===== src/core/sbct_cfg.svh =====
// Constants of the sixteen-bit counter/timer: addresses, fields, reset values
`ifndef SBCT_CFG_SVH
`define SBCT_CFG_SVH

// Register-select addresses
`define SBCT_RS_ACR 4'h4
`define SBCT_RS_ISR 4'h5
`define SBCT_RS_UPPER 4'h6
`define SBCT_RS_LOWER 4'h7
`define SBCT_RS_START 4'hE
`define SBCT_RS_STOP 4'hF

// Field positions
`define SBCT_ISR_RDY_BIT 3
`define SBCT_ACR_SRC_HI 6
`define SBCT_ACR_SRC_LO 4

// Reset values
`define SBCT_ACR_RESET 3'h6
`define SBCT_PRELOAD_RESET 16'h0001
`define SBCT_COUNT_RESET 16'h0000

// Prescaler: divide by sixteen
`define SBCT_DIV_LAST 4'hF

`endif


===== src/core/sbct_pkg.sv =====
// Types shared by the counter/timer modules
package sbct_pkg;

  // One sample of the CPU bus pins
  typedef struct packed {
    logic csN;
    logic rwN;
    logic [3:0] rs;
    logic [7:0] data;
  } sbct_bus_type;

  // Clock-source field of the auxiliary control register
  typedef enum logic [2:0] {
    SRC_CNT_IP2 = 3'h0,
    SRC_CNT_TXA = 3'h1,
    SRC_CNT_TXB = 3'h2,
    SRC_CNT_X16 = 3'h3,
    SRC_TMR_IP16 = 3'h4,
    SRC_TMR_IP2 = 3'h5,
    SRC_TMR_X1 = 3'h6,
    SRC_TMR_X16 = 3'h7
  } sbct_src_type;

  // Operating state, one-hot
  typedef enum logic [2:0] {
    ST_TIMER = 3'b001,
    ST_STOP = 3'b010,
    ST_COUNT = 3'b100
  } sbct_state_type;

endpackage


===== src/core/sbct_div16.sv =====
// Divide-by-sixteen prescaler on a stream of tick pulses
`include "sbct_cfg.svh"
`timescale 1ns/100ps
module sbct_div16 (
  // Clock and reset
  input wire logic mclk,
  input wire logic rstn,
  // Input ticks and divided ticks
  input wire logic tickIn,
  output logic tickOut
);

  logic [3:0] div_reg;
  logic [3:0] div_next;

  // Count ticks, pulse on the sixteenth
  always_comb
  begin
    div_next = div_reg;
    if (tickIn)
    begin
      div_next = div_reg + 4'h1;
    end
  end

  assign tickOut = tickIn && (div_reg == `SBCT_DIV_LAST);

  // Prescaler register
  always_ff @(posedge mclk or negedge rstn)
  begin
    if (!rstn)
    begin
      div_reg <= 4'h0;
    end
    else
    begin
      div_reg <= div_next;
    end
  end

endmodule


===== src/core/sbct_sync.sv =====
// Two-flop synchroniser with edge detection, one lane per bit
`timescale 1ns/100ps
module sbct_sync #(
  parameter int WIDTH = 1,
  // Idle level of each pin, so no false edge follows reset
  parameter logic [WIDTH-1:0] RESET_VAL = '0
) (
  // Clock and reset
  input wire logic mclk,
  input wire logic rstn,
  // Raw pins and synchronised result
  input wire logic [WIDTH-1:0] pinIn,
  output logic [WIDTH-1:0] syncOut,
  output logic [WIDTH-1:0] riseOut,
  output logic [WIDTH-1:0] fallOut
);

  generate
    if (WIDTH < 1)
    begin : g_bad
      $error("sbct_sync: WIDTH must be at least 1");
    end
  endgenerate

  logic [WIDTH-1:0] meta_reg;
  logic [WIDTH-1:0] sync_reg;
  logic [WIDTH-1:0] last_reg;

  // Per-lane edge detection on the settled stage only
  genvar i;
  generate
    for (i = 0; i < WIDTH; i++)
    begin : g_lane
      assign riseOut[i] = sync_reg[i] & ~last_reg[i];
      assign fallOut[i] = ~sync_reg[i] & last_reg[i];
    end
  endgenerate

  assign syncOut = sync_reg;

  // Synchroniser chain
  always_ff @(posedge mclk or negedge rstn)
  begin
    if (!rstn)
    begin
      meta_reg <= RESET_VAL;
      sync_reg <= RESET_VAL;
      last_reg <= RESET_VAL;
    end
    else
    begin
      meta_reg <= pinIn;
      sync_reg <= meta_reg;
      last_reg <= sync_reg;
    end
  end

endmodule


===== src/core/sbct_top.sv =====
// Sixteen-bit counter/timer with its CPU register port and pin outputs
`include "sbct_cfg.svh"
`timescale 1ns/100ps
module sbct_top #(
  parameter int CT_WIDTH = 16
) (
  // Clock and reset
  input wire logic mclk,
  input wire logic rstn,
  // CPU bus pins
  input wire logic csN,
  input wire logic rwN,
  input wire logic [3:0] rs,
  input wire logic [7:0] dataIn,
  output logic [7:0] dataOut,
  output logic dataOe,
  output logic dtackN,
  // Clock source pins
  input wire logic txClkA,
  input wire logic txClkB,
  input wire logic crystalInput,
  input wire logic inputPinTwo,
  // Output routing controls from the output configuration
  input wire logic irqMask,
  input wire logic op3CtSel,
  input wire logic op3General,
  // Outputs
  output logic irqN,
  output logic outputPinThree,
  output logic baudClk,
  output logic ctReadyBit
);

  generate
    if (CT_WIDTH != 16)
    begin : g_bad
      $error("sbct_top: byte-wide count access needs CT_WIDTH of 16");
    end
  endgenerate

  // ----------------------------------------
  // Pin synchronisation
  // ----------------------------------------
  sbct_pkg::sbct_bus_type busRaw;
  sbct_pkg::sbct_bus_type busSync;
  sbct_pkg::sbct_bus_type busFall;
  logic [3:0] clkRise;
  logic x1Div16;
  logic ip2Div16;

  assign busRaw = '{csN: csN, rwN: rwN, rs: rs, data: dataIn};

  // Chip select idles high: an access held from reset must still show a fall
  sbct_sync #(.WIDTH(14), .RESET_VAL(14'h2000)) u_busSync (
    .mclk(mclk),
    .rstn(rstn),
    .pinIn(busRaw),
    .syncOut(busSync),
    .riseOut(),
    .fallOut(busFall)
  );

  sbct_sync #(.WIDTH(4)) u_clkSync (
    .mclk(mclk),
    .rstn(rstn),
    .pinIn({inputPinTwo, crystalInput, txClkB, txClkA}),
    .syncOut(),
    .riseOut(clkRise),
    .fallOut()
  );

  sbct_div16 u_x1Div (
    .mclk(mclk),
    .rstn(rstn),
    .tickIn(clkRise[2]),
    .tickOut(x1Div16)
  );

  sbct_div16 u_ip2Div (
    .mclk(mclk),
    .rstn(rstn),
    .tickIn(clkRise[3]),
    .tickOut(ip2Div16)
  );

  // ----------------------------------------
  // State
  // ----------------------------------------
  sbct_pkg::sbct_state_type state_reg, state_next;
  sbct_pkg::sbct_src_type acr_reg, acr_next;
  logic [15:0] preload_reg, preload_next;
  logic [15:0] count_reg, count_next;
  logic wave_reg, wave_next;
  logic half_reg, half_next;
  logic ready_reg, ready_next;
  logic [7:0] rdData_reg, rdData_next;
  logic oe_reg, oe_next;
  logic dtack_reg, dtack_next;
  logic irq_reg, irq_next;
  logic op3_reg, op3_next;

  logic csFall;
  logic rdAcc;
  logic wrAcc;
  logic startCmd;
  logic stopCmd;
  logic timerMode;
  logic tick;
  logic readySet;

  // Bus access decode on the settled chip-select edge
  assign csFall = busFall.csN;
  assign rdAcc = csFall & busSync.rwN;
  assign wrAcc = csFall & ~busSync.rwN;
  assign startCmd = rdAcc && (busSync.rs == `SBCT_RS_START);
  assign stopCmd = rdAcc && (busSync.rs == `SBCT_RS_STOP);
  assign timerMode = acr_reg[2];

  // Clock source selection
  always_comb
  begin
    tick = 1'b0;
    unique case (acr_reg)
      sbct_pkg::SRC_CNT_IP2: tick = clkRise[3];
      sbct_pkg::SRC_CNT_TXA: tick = clkRise[0];
      sbct_pkg::SRC_CNT_TXB: tick = clkRise[1];
      sbct_pkg::SRC_CNT_X16: tick = x1Div16;
      sbct_pkg::SRC_TMR_IP16: tick = ip2Div16;
      sbct_pkg::SRC_TMR_IP2: tick = clkRise[3];
      sbct_pkg::SRC_TMR_X1: tick = clkRise[2];
      sbct_pkg::SRC_TMR_X16: tick = x1Div16;
    endcase
  end

  // Next values of registers, counter and outputs
  always_comb
  begin
    state_next = state_reg;
    acr_next = acr_reg;
    preload_next = preload_reg;
    count_next = count_reg;
    wave_next = wave_reg;
    half_next = half_reg;
    readySet = 1'b0;
    rdData_next = rdData_reg;
    oe_next = oe_reg;
    dtack_next = dtack_reg;

    // Register writes, preload writable at any time
    if (wrAcc)
    begin
      unique case (busSync.rs)
        `SBCT_RS_ACR: acr_next = sbct_pkg::sbct_src_type'(
          busSync.data[`SBCT_ACR_SRC_HI:`SBCT_ACR_SRC_LO]);
        `SBCT_RS_UPPER: preload_next[15:8] = busSync.data;
        `SBCT_RS_LOWER: preload_next[7:0] = busSync.data;
        default: preload_next = preload_reg;
      endcase
    end

    // Mode transitions
    unique case (state_reg)
      sbct_pkg::ST_TIMER:
      begin
        if (!timerMode)
        begin
          state_next = sbct_pkg::ST_STOP;
        end
      end
      sbct_pkg::ST_STOP:
      begin
        if (timerMode)
        begin
          state_next = sbct_pkg::ST_TIMER;
        end
        else if (startCmd)
        begin
          state_next = sbct_pkg::ST_COUNT;
        end
      end
      sbct_pkg::ST_COUNT:
      begin
        if (timerMode)
        begin
          state_next = sbct_pkg::ST_TIMER;
        end
        else if (stopCmd && !startCmd)
        begin
          state_next = sbct_pkg::ST_STOP;
        end
      end
      default: state_next = sbct_pkg::ST_TIMER;
    endcase

    // Countdown
    if (state_reg == sbct_pkg::ST_TIMER)
    begin
      if (startCmd)
      begin
        count_next = preload_reg;
        wave_next = 1'b1;
        half_next = 1'b0;
      end
      else if (tick)
      begin
        if (count_reg == 16'h0001)
        begin
          count_next = preload_reg;
          wave_next = ~wave_reg;
          half_next = ~half_reg;
          readySet = half_reg;
        end
        else
        begin
          count_next = count_reg - 16'h0001;
        end
      end
    end
    else if (startCmd)
    begin
      count_next = preload_reg;
    end
    else if (state_reg == sbct_pkg::ST_COUNT && tick && !stopCmd)
    begin
      count_next = count_reg - 16'h0001;
      readySet = (count_reg == 16'h0001);
    end

    // Ready bit: a set in the same cycle beats a stop-read clear
    ready_next = (ready_reg & ~stopCmd) | readySet;

    // Read data and bus handshake
    if (rdAcc)
    begin
      unique case (busSync.rs)
        `SBCT_RS_ISR: rdData_next = 8'(ready_reg) << `SBCT_ISR_RDY_BIT;
        `SBCT_RS_UPPER: rdData_next = count_reg[15:8];
        `SBCT_RS_LOWER: rdData_next = count_reg[7:0];
        default: rdData_next = 8'h00;
      endcase
      oe_next = 1'b1;
    end
    if (csFall)
    begin
      dtack_next = 1'b1;
    end
    if (busSync.csN)
    begin
      oe_next = 1'b0;
      dtack_next = 1'b0;
    end

    // Interrupt and output pin three
    irq_next = ready_next & irqMask;
    if (op3CtSel)
    begin
      op3_next = timerMode ? wave_next : ~ready_next;
    end
    else
    begin
      op3_next = op3General;
    end
  end

  // State registers
  always_ff @(posedge mclk or negedge rstn)
  begin
    if (!rstn)
    begin
      state_reg <= sbct_pkg::ST_TIMER;
      acr_reg <= sbct_pkg::sbct_src_type'(`SBCT_ACR_RESET);
      preload_reg <= `SBCT_PRELOAD_RESET;
      count_reg <= `SBCT_COUNT_RESET;
      wave_reg <= 1'b1;
      half_reg <= 1'b0;
      ready_reg <= 1'b0;
      rdData_reg <= 8'h00;
      oe_reg <= 1'b0;
      dtack_reg <= 1'b0;
      irq_reg <= 1'b0;
      op3_reg <= 1'b0;
    end
    else
    begin
      state_reg <= state_next;
      acr_reg <= acr_next;
      preload_reg <= preload_next;
      count_reg <= count_next;
      wave_reg <= wave_next;
      half_reg <= half_next;
      ready_reg <= ready_next;
      rdData_reg <= rdData_next;
      oe_reg <= oe_next;
      dtack_reg <= dtack_next;
      irq_reg <= irq_next;
      op3_reg <= op3_next;
    end
  end

  // Outputs straight from flops
  assign dataOut = rdData_reg;
  assign dataOe = oe_reg;
  assign dtackN = ~dtack_reg;
  assign irqN = ~irq_reg;
  assign outputPinThree = op3_reg;
  assign baudClk = wave_reg;
  assign ctReadyBit = ready_reg;
endmodule


===== config.mk =====
export PLATFORM = sky130hd
export DESIGN_NAME = sbct_top
export DESIGN_NICKNAME = d
export VERILOG_FILES = /design/src/core/sbct_pkg.sv /design/src/core/sbct_div16.sv /design/src/core/sbct_sync.sv /design/src/core/sbct_top.sv
export VERILOG_INCLUDE_DIRS = /design/src /design/src/core
export SDC_FILE = /design/constraint.sdc
export NUM_CORES = 1
export LEC_CHECK = 0
export ABC_AREA = 1
export BUFFER_PORTS_ARGS = -buffer_cell sky130_fd_sc_hd__buf_2
export CAP_MARGIN = 25
export CORE_MARGIN = 2
export CORE_UTILIZATION = 40
export CTS_CLUSTER_DIAMETER = 50
export DETAILED_ROUTE_END_ITERATION = 8
export HOLD_SLACK_MARGIN = 0.15
export SLEW_MARGIN = 10
export SYNTH_ARGS = -nofsm -noshare
export SYNTH_HDL_FRONTEND = slang
export SYNTH_HIERARCHICAL = 1
export SYNTH_SLANG_ARGS = --single-unit

===== constraint.sdc =====
create_clock -name mclk -period 1.76 [get_ports mclk]
set_input_delay 0.176 -clock mclk [delete_from_list [all_inputs] [get_ports mclk]]
set_output_delay 0.176 -clock mclk [all_outputs]
set_load 0.02 [all_outputs]

==> results of run 1 <==
[per-layer routing]
metal	share of wire (%)	vias up	global-route usage, %
li1	-	1706	-
met1	49	1594	24.6
met2	46	54	26.6
met3	3.8	11	4.47
met4	1.4	0	5.88
met5	0	-	0
[final cells by class]
class	instances	area share, %
tap	140	3.03
clock inverter	4	0.952
sequential	102	44.3
clock buffer	12	2.34
inverter	57	3.98
multi-input combinational	292	30.6
timing repair buffer	109	14.7
[worst paths after layout]
| path | cells past startpoint | end | slack (ps) |
|---|---|---|---|
| hold reg to reg | 0 | u_busSync/syncOut[12] | 350 |
| max in group asynchronous | 3 | u_busSync/meta_reg[13] | 840 |
| setup / recovery | 12 | count_reg[7] | -10 |
| setup reg to reg | 12 | count_reg[7] | -10 |
| min in group mclk | 0 | u_busSync/syncOut[12] | 350 |
| hold / removal | 2 | u_clkSync/syncOut[3] | 300 |
[where the power goes]
group | switching, uW | total [uW] | internal [uW]
clock | 809 | 1480 | 671
sequential | 333 | 3080 | 2750
combinational | 1060 | 1890 | 829
[repair_timing]
action	4_1_cts	5_1_grt
gates resized for setup	5	33
setup endpoints to repair	12	20
pin swaps	0	15
buffers inserted	0	6
hold buffers	23	0
hold endpoints to repair	60	0
[stage by stage]
step | cell area, um^2 | instances | hold WS [ps] | setup WS, ps
2_1_floorplan | 4500 | 458 | -120 | 13.8
3_3_place_gp | 5190 | 671 | 172 | -11.5
3_5_place_dp | 5190 | 671 | 176 | -38.3
4_1_cts | 5620 | 710 | 304 | -16.2
5_1_grt | 5780 | 716 | 318 | -130
6_report | 5780 | 716 | 300 | -10.9
[critical path, stage by stage, from the launching register on]
cell	delay [ps]
dfrtp_1	400
inv_2	90
ha_4	140
nand3_1	70
nor2_1	130
nand2_2	80
nor2_4	150
nand2_4	80
nand2_8	120
inv_8	60
buf_4	140
o211ai_2	150
o21ai_2	70
==> results.md, run 1 <==
- Latest clock arrival within the worst-skew pair: about 370 ps
- Mapped cell area: around 4500 um^2
- Final WL: 9600 um
- # DRC: 0
- Overall power: between 6000 and 7000 uW
- Crit path from: count_reg[1]
- RSZ-0062 raised after global routing: yes
- Dpl hpwl: 6890 um
- Max Clock Skew: about 7.6 ps
- Core Area: ~11000 um^2
- Clock root buffer: clkbuf_8
- Die extent in x: ~110 um
- First-pass GRT wire length: about 16000 um
- CP Class: reg -> reg
- Status: finished, violations left
- Avg WL per Cell: between 10 and 15 um
- Util after Layout: 53.1%
- CTS max path bufs: 2
- Final setup fails: 4
- Commonest non-fill, non-tap cell in the layout: nand2_1
- Vias post-DR: around 3400
- TNS Setup: -20.0 ps
- Die Area: 12100 um^2
- IO Port Bufs: 36
- Failing checks: setup timing
- DRT antenna net count: 0
- I/O pins: 37
- Initial core utilization: 41.3%
- Number of global-route vias before repair: 3288
- Commonest non-fill, non-tap cells in the layout: nand2_1 (98), dfrtp_1 (93), buf_4 (46)
- Crit. End Element: flip-flop
- Post-synthesis cell count: 458
- FMAX: ~0.56 GHz
- Syn Area/Cell: around 9.8 um^2
- Setup WS post-layout: -10.9 ps
- Worst-path maximum fanout: 13
- Static leakage power: between 0.002 and 0.003 uW
- Total GRT Usage: between 15 and 20%
- Worst VDD drop: a little over 0.6 mV
- CP required: around 2000 ps
- Final nets: around 600
- Clock Sinks: a little over 100
- Placement Rows: 38
- # fillers: about 990
- Slew Viols, Final: 0
- Pre-Repair DR Iteration Count: 4
- CTS Buf Count: 9
- Fin. Hold Viols: 0
- Reg2reg start: count_reg[1]
- GR Overflow Total: 0
- Worst min path class: in -> async
- Final min period: ~1800 ps
- P&R area growth vs syn: 28.4%
- N_diodes: 0
- Number of H-tree levels: 3
- Number of DRC violations after detailed-routing iteration 0: about 150
- Syn_nets: 485
- Slew @ Worst Pin: approximately 480 ps
- Multi-input gate area: 1770 um^2
- Slew margin rel.: approximately two thirds
- Layout cells sized above 1: 34.0%
- Max Cap Viol: 0
- Vias per inst: approximately 4.7
- Worst Setup Start Kind: flip-flop
- Initial antenna violation count: 0
- Yosys warning count: 6
- Tcrit/Tclk final: 101%
- CTS tree: built
- CTS clk-pin slew, worst paths: around 90 ps
- GP Congestion: around 0.87
- WP data arrival: a little over 2000 ps
- Die H: 110 um
- Register area: between 2000 and 3000 um^2
- Largest net degree at the start of global routing: 37
- Cell Pwr Density: between 1000 and 1500 nW/um^2
Note: power is estimated with default switching activity, not from simulation.
==> run 2: changes to the inputs <==
Settings changed: REMOVE_ABC_BUFFERS set to 1.
==> results.md, run 2 (same netlist as run 1, synthesis figures left out) <==
- Worst reg-to-reg path cell count: 11 (was 12)
- Vias post-DR: 3413 (was 3365)
- Max Cap Viol: 0 (unchanged)
- WP data arrival: 2030 ps (about the same)
- Die H: 110 um (unchanged)
- Cell Chain, Critical Path: ha_2, nand2_2, nor3b_2, nand2_1, nand3_2, nand3b_4, nand3_4, nand2_8, a21oi_1, o21ai_1, o21ai_1 (was inv_2, ha_4, nand3_1, nor2_1, nand2_2, nor2_4, nand2_4, nand2_8, inv_8, buf_4, o211ai_2, o21ai_2)
- CP Class: reg -> reg (unchanged)
- Reg2reg start: u_ip2Div/div_reg[1] (was count_reg[1])
- GP Congestion: 0.898 (was 0.868)
- Initial core utilization: 41.3% (unchanged)
- Final WL: 9750 um (was 9600 um)
- Initial antenna violation count: 0 (unchanged)
- Crit. End Element: flip-flop (unchanged)
- Slew margin rel.: 71.8% (was 67.9%)
- Largest net degree at the start of global routing: 38 (was 37)
- Pre-Repair DR Iteration Count: 4 (unchanged)
- Worst min path class: in -> async (unchanged)
- Layout cells sized above 1: 37.8% (was 34.0%)
- Die extent in x: 110 um (unchanged)
- Dpl hpwl: 7050 um (was 6890 um)
- Max incr delay on CP: 370 ps (was 400 ps)
- GR Overflow Total: 0 (unchanged)
- Slew @ Worst Pin: 420 ps (was 482 ps)
- Overall power: 6720 uW (was 6450 uW)
- P&R area growth vs syn: 33.0% (was 28.4%)
- First-pass GRT wire length: 16100 um (was 15900 um)
- FMAX: 0.581 GHz (was 0.565 GHz)
- # fillers: 945 (was 991)
- IO Port Bufs: 36 (unchanged)
- N_diodes: 0 (unchanged)
- Util after Layout: 55.0% (was 53.1%)
- Fin. Hold Viols: 0 (unchanged)
- Register area: 2560 um^2 (about the same)
- I/O pins: 37 (unchanged)
- Core Area: 10900 um^2 (unchanged)
- Number of H-tree levels: 3 (unchanged)
- Clock Sinks: 102 (unchanged)
- Commonest non-fill, non-tap cell in the layout: nand2_1 (unchanged)
- Die Area: 12100 um^2 (unchanged)
- Slew Viols, Final: 0 (unchanged)
- RR Endpoint: count_reg[9] (was count_reg[7])
- CP required: 2070 ps (was 2020 ps)
- Tcrit/Tclk final: 97.8% (was 101%)
- CP most frequent cell: o21ai_1
- # DRC: 0 (unchanged)
- Worst VDD drop: 0.502 mV (was 0.607 mV)
- Worst path buffer plus inverter count: 0 (was 3)
- Final setup fails: 0 (was 4)
- Number of DRC violations after detailed-routing iteration 0: 132 (was 149)
- DRT antenna net count: 0 (unchanged)
- Final min period: 1720 ps (was 1770 ps)
- Crit-path leading delay family: simple AND/OR/NAND/NOR gates (unchanged)
- Vias per inst: 4.71 (was 4.70)
- Multi-input gate area: 1870 um^2 (was 1770 um^2)
- Slowest CP cell: dfrtp_1 (unchanged)
- Static leakage power: 0.00282 uW (was 0.00275 uW)
- Avg WL per Cell: 13.4 um (about the same)
- Worst Setup Start Kind: flip-flop (unchanged)
- Cell Pwr Density: 1120 nW/um^2 (about the same)
- R2R setup slack: 40 ps (was -10 ps)
- Final nets: 607 (was 598)
- Max Clock Skew: 8.73 ps (was 7.55 ps)
- CTS max path bufs: 2 (unchanged)
- Commonest non-fill, non-tap cells in the layout: nand2_1 (97), dfrtp_1 (92), buf_4 (49) (was nand2_1 (98), dfrtp_1 (93), buf_4 (46))
- CTS tree: built (unchanged)
- Total GRT Usage: 17.6% (about the same)
- CTS Buf Count: 9 (unchanged)
- Latest clock arrival within the worst-skew pair: 380 ps (was 370 ps)
- Status: finished clean (was finished, violations left)
- Placement Rows: 38 (unchanged)
- Worst-path maximum fanout: 7 (was 13)
- RSZ-0062 raised after global routing: yes (unchanged)
- Number of global-route vias before repair: 3302 (was 3288)
- Clock root buffer: clkbuf_8 (unchanged)
- CTS clk-pin slew, worst paths: 100 ps (was 90 ps)
## run 2: cell count changes in the layout (fill, tap and decap cells not counted), sizes merged
cell / change
inv: +1
clkinvlp: +1
clkbuf: -3
clkinv: +2
buf: +8
## run 2: worst max-delay path by stage
| stage | slack (ps) | cells after the start | end | from |
|---|---|---|---|---|
| 6_report | 40 | 11 | count_reg[9] | u_ip2Div/div_reg[1] |
| 5_1_grt | -80 | 12 | count_reg[9] | u_clkSync/syncOut[3] |
| 4_1_cts | 2 | 14 | outputPinThree | u_clkSync/syncOut[2] |
| 3_5_place_dp | -50 | 12 | count_reg[7] | count_reg[1] |
| 3_3_place_gp | -30 | 12 | count_reg[7] | count_reg[1] |
| 2_1_floorplan | -140 | 12 | count_reg[12] | u_clkSync/last_reg[3] |
## run 2: report_power, final
group	leakage, uW	switching, uW	internal, uW
combinational	0.00148	1190	933
clock	0.0000997	848	679
sequential	0.00124	316	2750
## run 2: per-stage QoR
step	instances	TNS [ps]	hold slack (ps)	setup slack (ps)	area (um^2)
2_1_floorplan	451	-648	-120	-145	4440
3_3_place_gp	674	-42.7	70.1	-26.1	5200
3_5_place_dp	674	-422	72.5	-52.2	5200
4_1_cts	713	0	193	1.72	5660
5_1_grt	725	-720	216	-81.6	5990
6_report	725	0	204	39.0	5990
## run 2: metal layers
metal  track usage (%)  part of all wire [%]
met1              24.6                    48
met2              26.9                    47
met3              3.23                   3.3
met4              7.50                   2.3
met5                 0                     0
## run 2: area by class of cell
type / instances / share of cell area, %
timing repair buffer: 117 / 15.5
multi-input combinational: 292 / 31.2
timing repair inverter: 1 / 0.146
clock buffer: 9 / 2.07
clock inverter: 7 / 1.36
sequential: 102 / 42.9
inverter: 57 / 3.93
tap: 140 / 2.93
## run 2: timing repair
action / 4_1_cts / 5_1_grt
cloned: 0 / 1
pin swaps: 0 / 16
setup endpoints to repair: 18 / 20
setup buffers: 0 / 12
hold buffers: 23 / 0
hold endpoints to repair: 116 / 0
gates resized for setup: 8 / 66
==> run 3: changes to the inputs <==
Settings changed: CORE_UTILIZATION 40 to 50, PLACE_DENSITY set to 0.71.
==> results.md, run 3 (same netlist as run 1, synthesis figures left out) <==
- Worst path buffer plus inverter count: 1 (was 0)
- Worst Setup Start Kind: flip-flop (unchanged)
- Largest net degree at the start of global routing: 32 (was 38)
- Worst-path maximum fanout: 8 (was 7)
- Overall power: 6740 uW (was 6720 uW)
- CP Class: reg -> reg (unchanged)
- Static leakage power: 0.00283 uW (was 0.00282 uW)
- Die H: 98.9 um (was 110 um)
- Number of H-tree levels: 3 (unchanged)
- Net Sw Frac: 35.9% (was 35.0%)
- Final setup fails: 0 (unchanged)
- CTS Buf Count: 9 (unchanged)
- Slew margin rel.: 71.0% (was 71.8%)
- Placed cell area: 5120 um^2 (was 5200 um^2)
- CTS max path bufs: 2 (unchanged)
- Slew Viols, Final: 0 (unchanged)
- CP most frequent cell: nand3_4 (was o21ai_1)
- Sequential fraction of design power: 45.6% (was 45.7%)
- Max Clock Skew: 10.9 ps (was 8.73 ps)
- Clock power frac: 22.0% (was 22.7%)
- Vias post-DR: 3638 (was 3413)
- IO Port Bufs: 36 (unchanged)
- Fin area: 5970 um^2 (was 5990 um^2)
- Dpl hpwl: 6950 um (was 7050 um)
- Avg WL per Cell: 14.6 um (was 13.4 um)
- Internal power: 4320 uW (was 4360 uW)
- CTS tree: built (unchanged)
- Initial core utilization: 51.6% (was 41.3%)
- GP Congestion: 0.962 (was 0.898)
- FMAX: 0.572 GHz (was 0.581 GHz)
- Number of DRC violations after detailed-routing iteration 0: 184 (was 132)
- DRT antenna net count: 0 (unchanged)
- TNS Setup: 0 ps (unchanged)
- Latest clock arrival within the worst-skew pair: 370 ps (was 380 ps)
- Commonest non-fill, non-tap cells in the layout: nand2_1 (98), dfrtp_1 (93), buf_4 (43) (was nand2_1 (97), dfrtp_1 (92), buf_4 (49))
- Final WL: 10200 um (was 9750 um)
- Number of global-route vias before repair: 3460 (was 3302)
- P&R area growth vs syn: 32.6% (was 33.0%)
- Max Cap Viol: 0 (unchanged)
- GR Overflow Total: 0 (unchanged)
- Clock root buffer: clkbuf_8 (unchanged)
- Crit-path leading delay family: simple AND/OR/NAND/NOR gates (unchanged)
- Worst VDD drop: 0.596 mV (was 0.502 mV)
- Core Area: 8720 um^2 (was 10900 um^2)
- Final nets: 609 (was 607)
- # DRC: 0 (unchanged)
- Crit. End Element: flip-flop (unchanged)
- Die extent in x: 98.9 um (was 110 um)
- Commonest non-fill, non-tap cell in the layout: nand2_1 (unchanged)
- CTS clk-pin slew, worst paths: 110 ps (was 100 ps)
- Layout cells sized above 1: 37.1% (was 37.8%)
- Cell Pwr Density: 1130 nW/um^2 (was 1120 nW/um^2)
- Die Area: 9780 um^2 (was 12100 um^2)
- Total GRT Usage: 21.6% (was 17.6%)
- Status: finished clean (unchanged)
- Slew @ Worst Pin: 434 ps (was 420 ps)
- CP required: 2020 ps (was 2070 ps)
- Placement Rows: 34 (was 38)
- N_diodes: 0 (unchanged)
- Vias per inst: 5.23 (was 4.71)
- Max incr delay on CP: 400 ps (was 370 ps)
- Logic pwr share: 32.3% (was 31.6%)
- Pre-Repair DR Iteration Count: 5 (was 4)
- I/O pins: 37 (unchanged)
- Worst min path class: in -> async (unchanged)
- WP data arrival: 2010 ps (was 2030 ps)
- Fin. Hold Viols: 0 (unchanged)
- First-pass GRT wire length: 16500 um (was 16100 um)
- RSZ-0062 raised after global routing: yes (unchanged)
- Cell Chain, Critical Path: ha_2, nand2_2, nor3b_2, or2_1, nand3_4, nand3_4, nand2_8, clkinv_8, nor2_1, a31oi_4 (was ha_2, nand2_2, nor3b_2, nand2_1, nand3_2, nand3b_4, nand3_4, nand2_8, a21oi_1, o21ai_1, o21ai_1)
- Slowest CP cell: dfrtp_1 (unchanged)
- Tcrit/Tclk final: 99.4% (was 97.8%)
- Worst hold slack: 268 ps (was 204 ps)
- Psw: 2420 uW (was 2350 uW)
- Initial antenna violation count: 0 (unchanged)
- Clock Sinks: 102 (unchanged)
- Final min period: 1750 ps (was 1720 ps)
## run 3: worst paths after layout
check	from	end	slack, ps	cells after the start
max	u_x1Div/div_reg[1]	count_reg[11]	10	10
min	rstn	u_x1Div/div_reg[1]	270	2
max reg2reg	u_x1Div/div_reg[1]	count_reg[11]	10	10
min reg2reg	u_busSync/meta_reg[12]	u_busSync/syncOut[12]	350	0
max in group asynchronous	rstn	baudClk	830	3
min in group mclk	u_busSync/meta_reg[12]	u_busSync/syncOut[12]	350	0
## run 3: layout make-up
| class | count | area (um^2) |
|---|---|---|
| repair buffers | 117 | 983 |
| clock buffers | 10 | 138 |
| multi-input cells | 292 | 1820 |
| well taps | 108 | 135 |
| flip-flops and latches | 102 | 2560 |
| repair inverters | 3 | 28.8 |
| clock inverters | 6 | 62.6 |
| fillers | 625 | 2750 |
| inverters | 57 | 241 |
## run 3: repair_timing
action                                 CTS  global route
hold buffers                            23             0
resized for setup                       15            52
endpoints found under the hold margin  103             0
gates cloned                             2             2
setup buffers                            6            12
setup endpoints to repair               15            20
pin swaps                                8            15
## run 3: stage by stage
step	util [%]	worst slack, ps	instances
6_report	68.4	11.3	695
5_1_grt	68.4	-92.4	695
2_1_floorplan	-	-145	451
3_3_place_gp	58.7	-7.56	635
4_1_cts	65.1	-3.71	682
3_5_place_dp	58.7	-81.9	635
## run 3: power by group through the flow
stage	Clock (uW)	Combinational (uW)	Sequential [uW]
after CTS	1530	1850	3060
after global placement	0	1650	3090
after floorplan	0	1090	3060
after detailed placement	0	1690	3100
final	1490	2180	3080
after global routing	1620	2400	3130
## run 3: worst register-to-register path, cell delays in order (launching register included)
cell and delay, ps:
dfrtp_1 400, ha_2 180, nand2_2 70, nor3b_2 40, or2_1 240, nand3_4 130, nand3_4 100, nand2_8 140
clkinv_8 100, nor2_1 200, a31oi_4 40
## run 3: layer usage
| metal | GRT usage, % | share of wire, % | vias up |
|---|---|---|---|
| met5 | 0 | 0 | - |
| met4 | 10.4 | 3.3 | 0 |
| met3 | 4.40 | 6.4 | 30 |
| met2 | 33.8 | 47 | 134 |
| met1 | 28.9 | 43 | 1734 |
| li1 | - | - | 1740 |
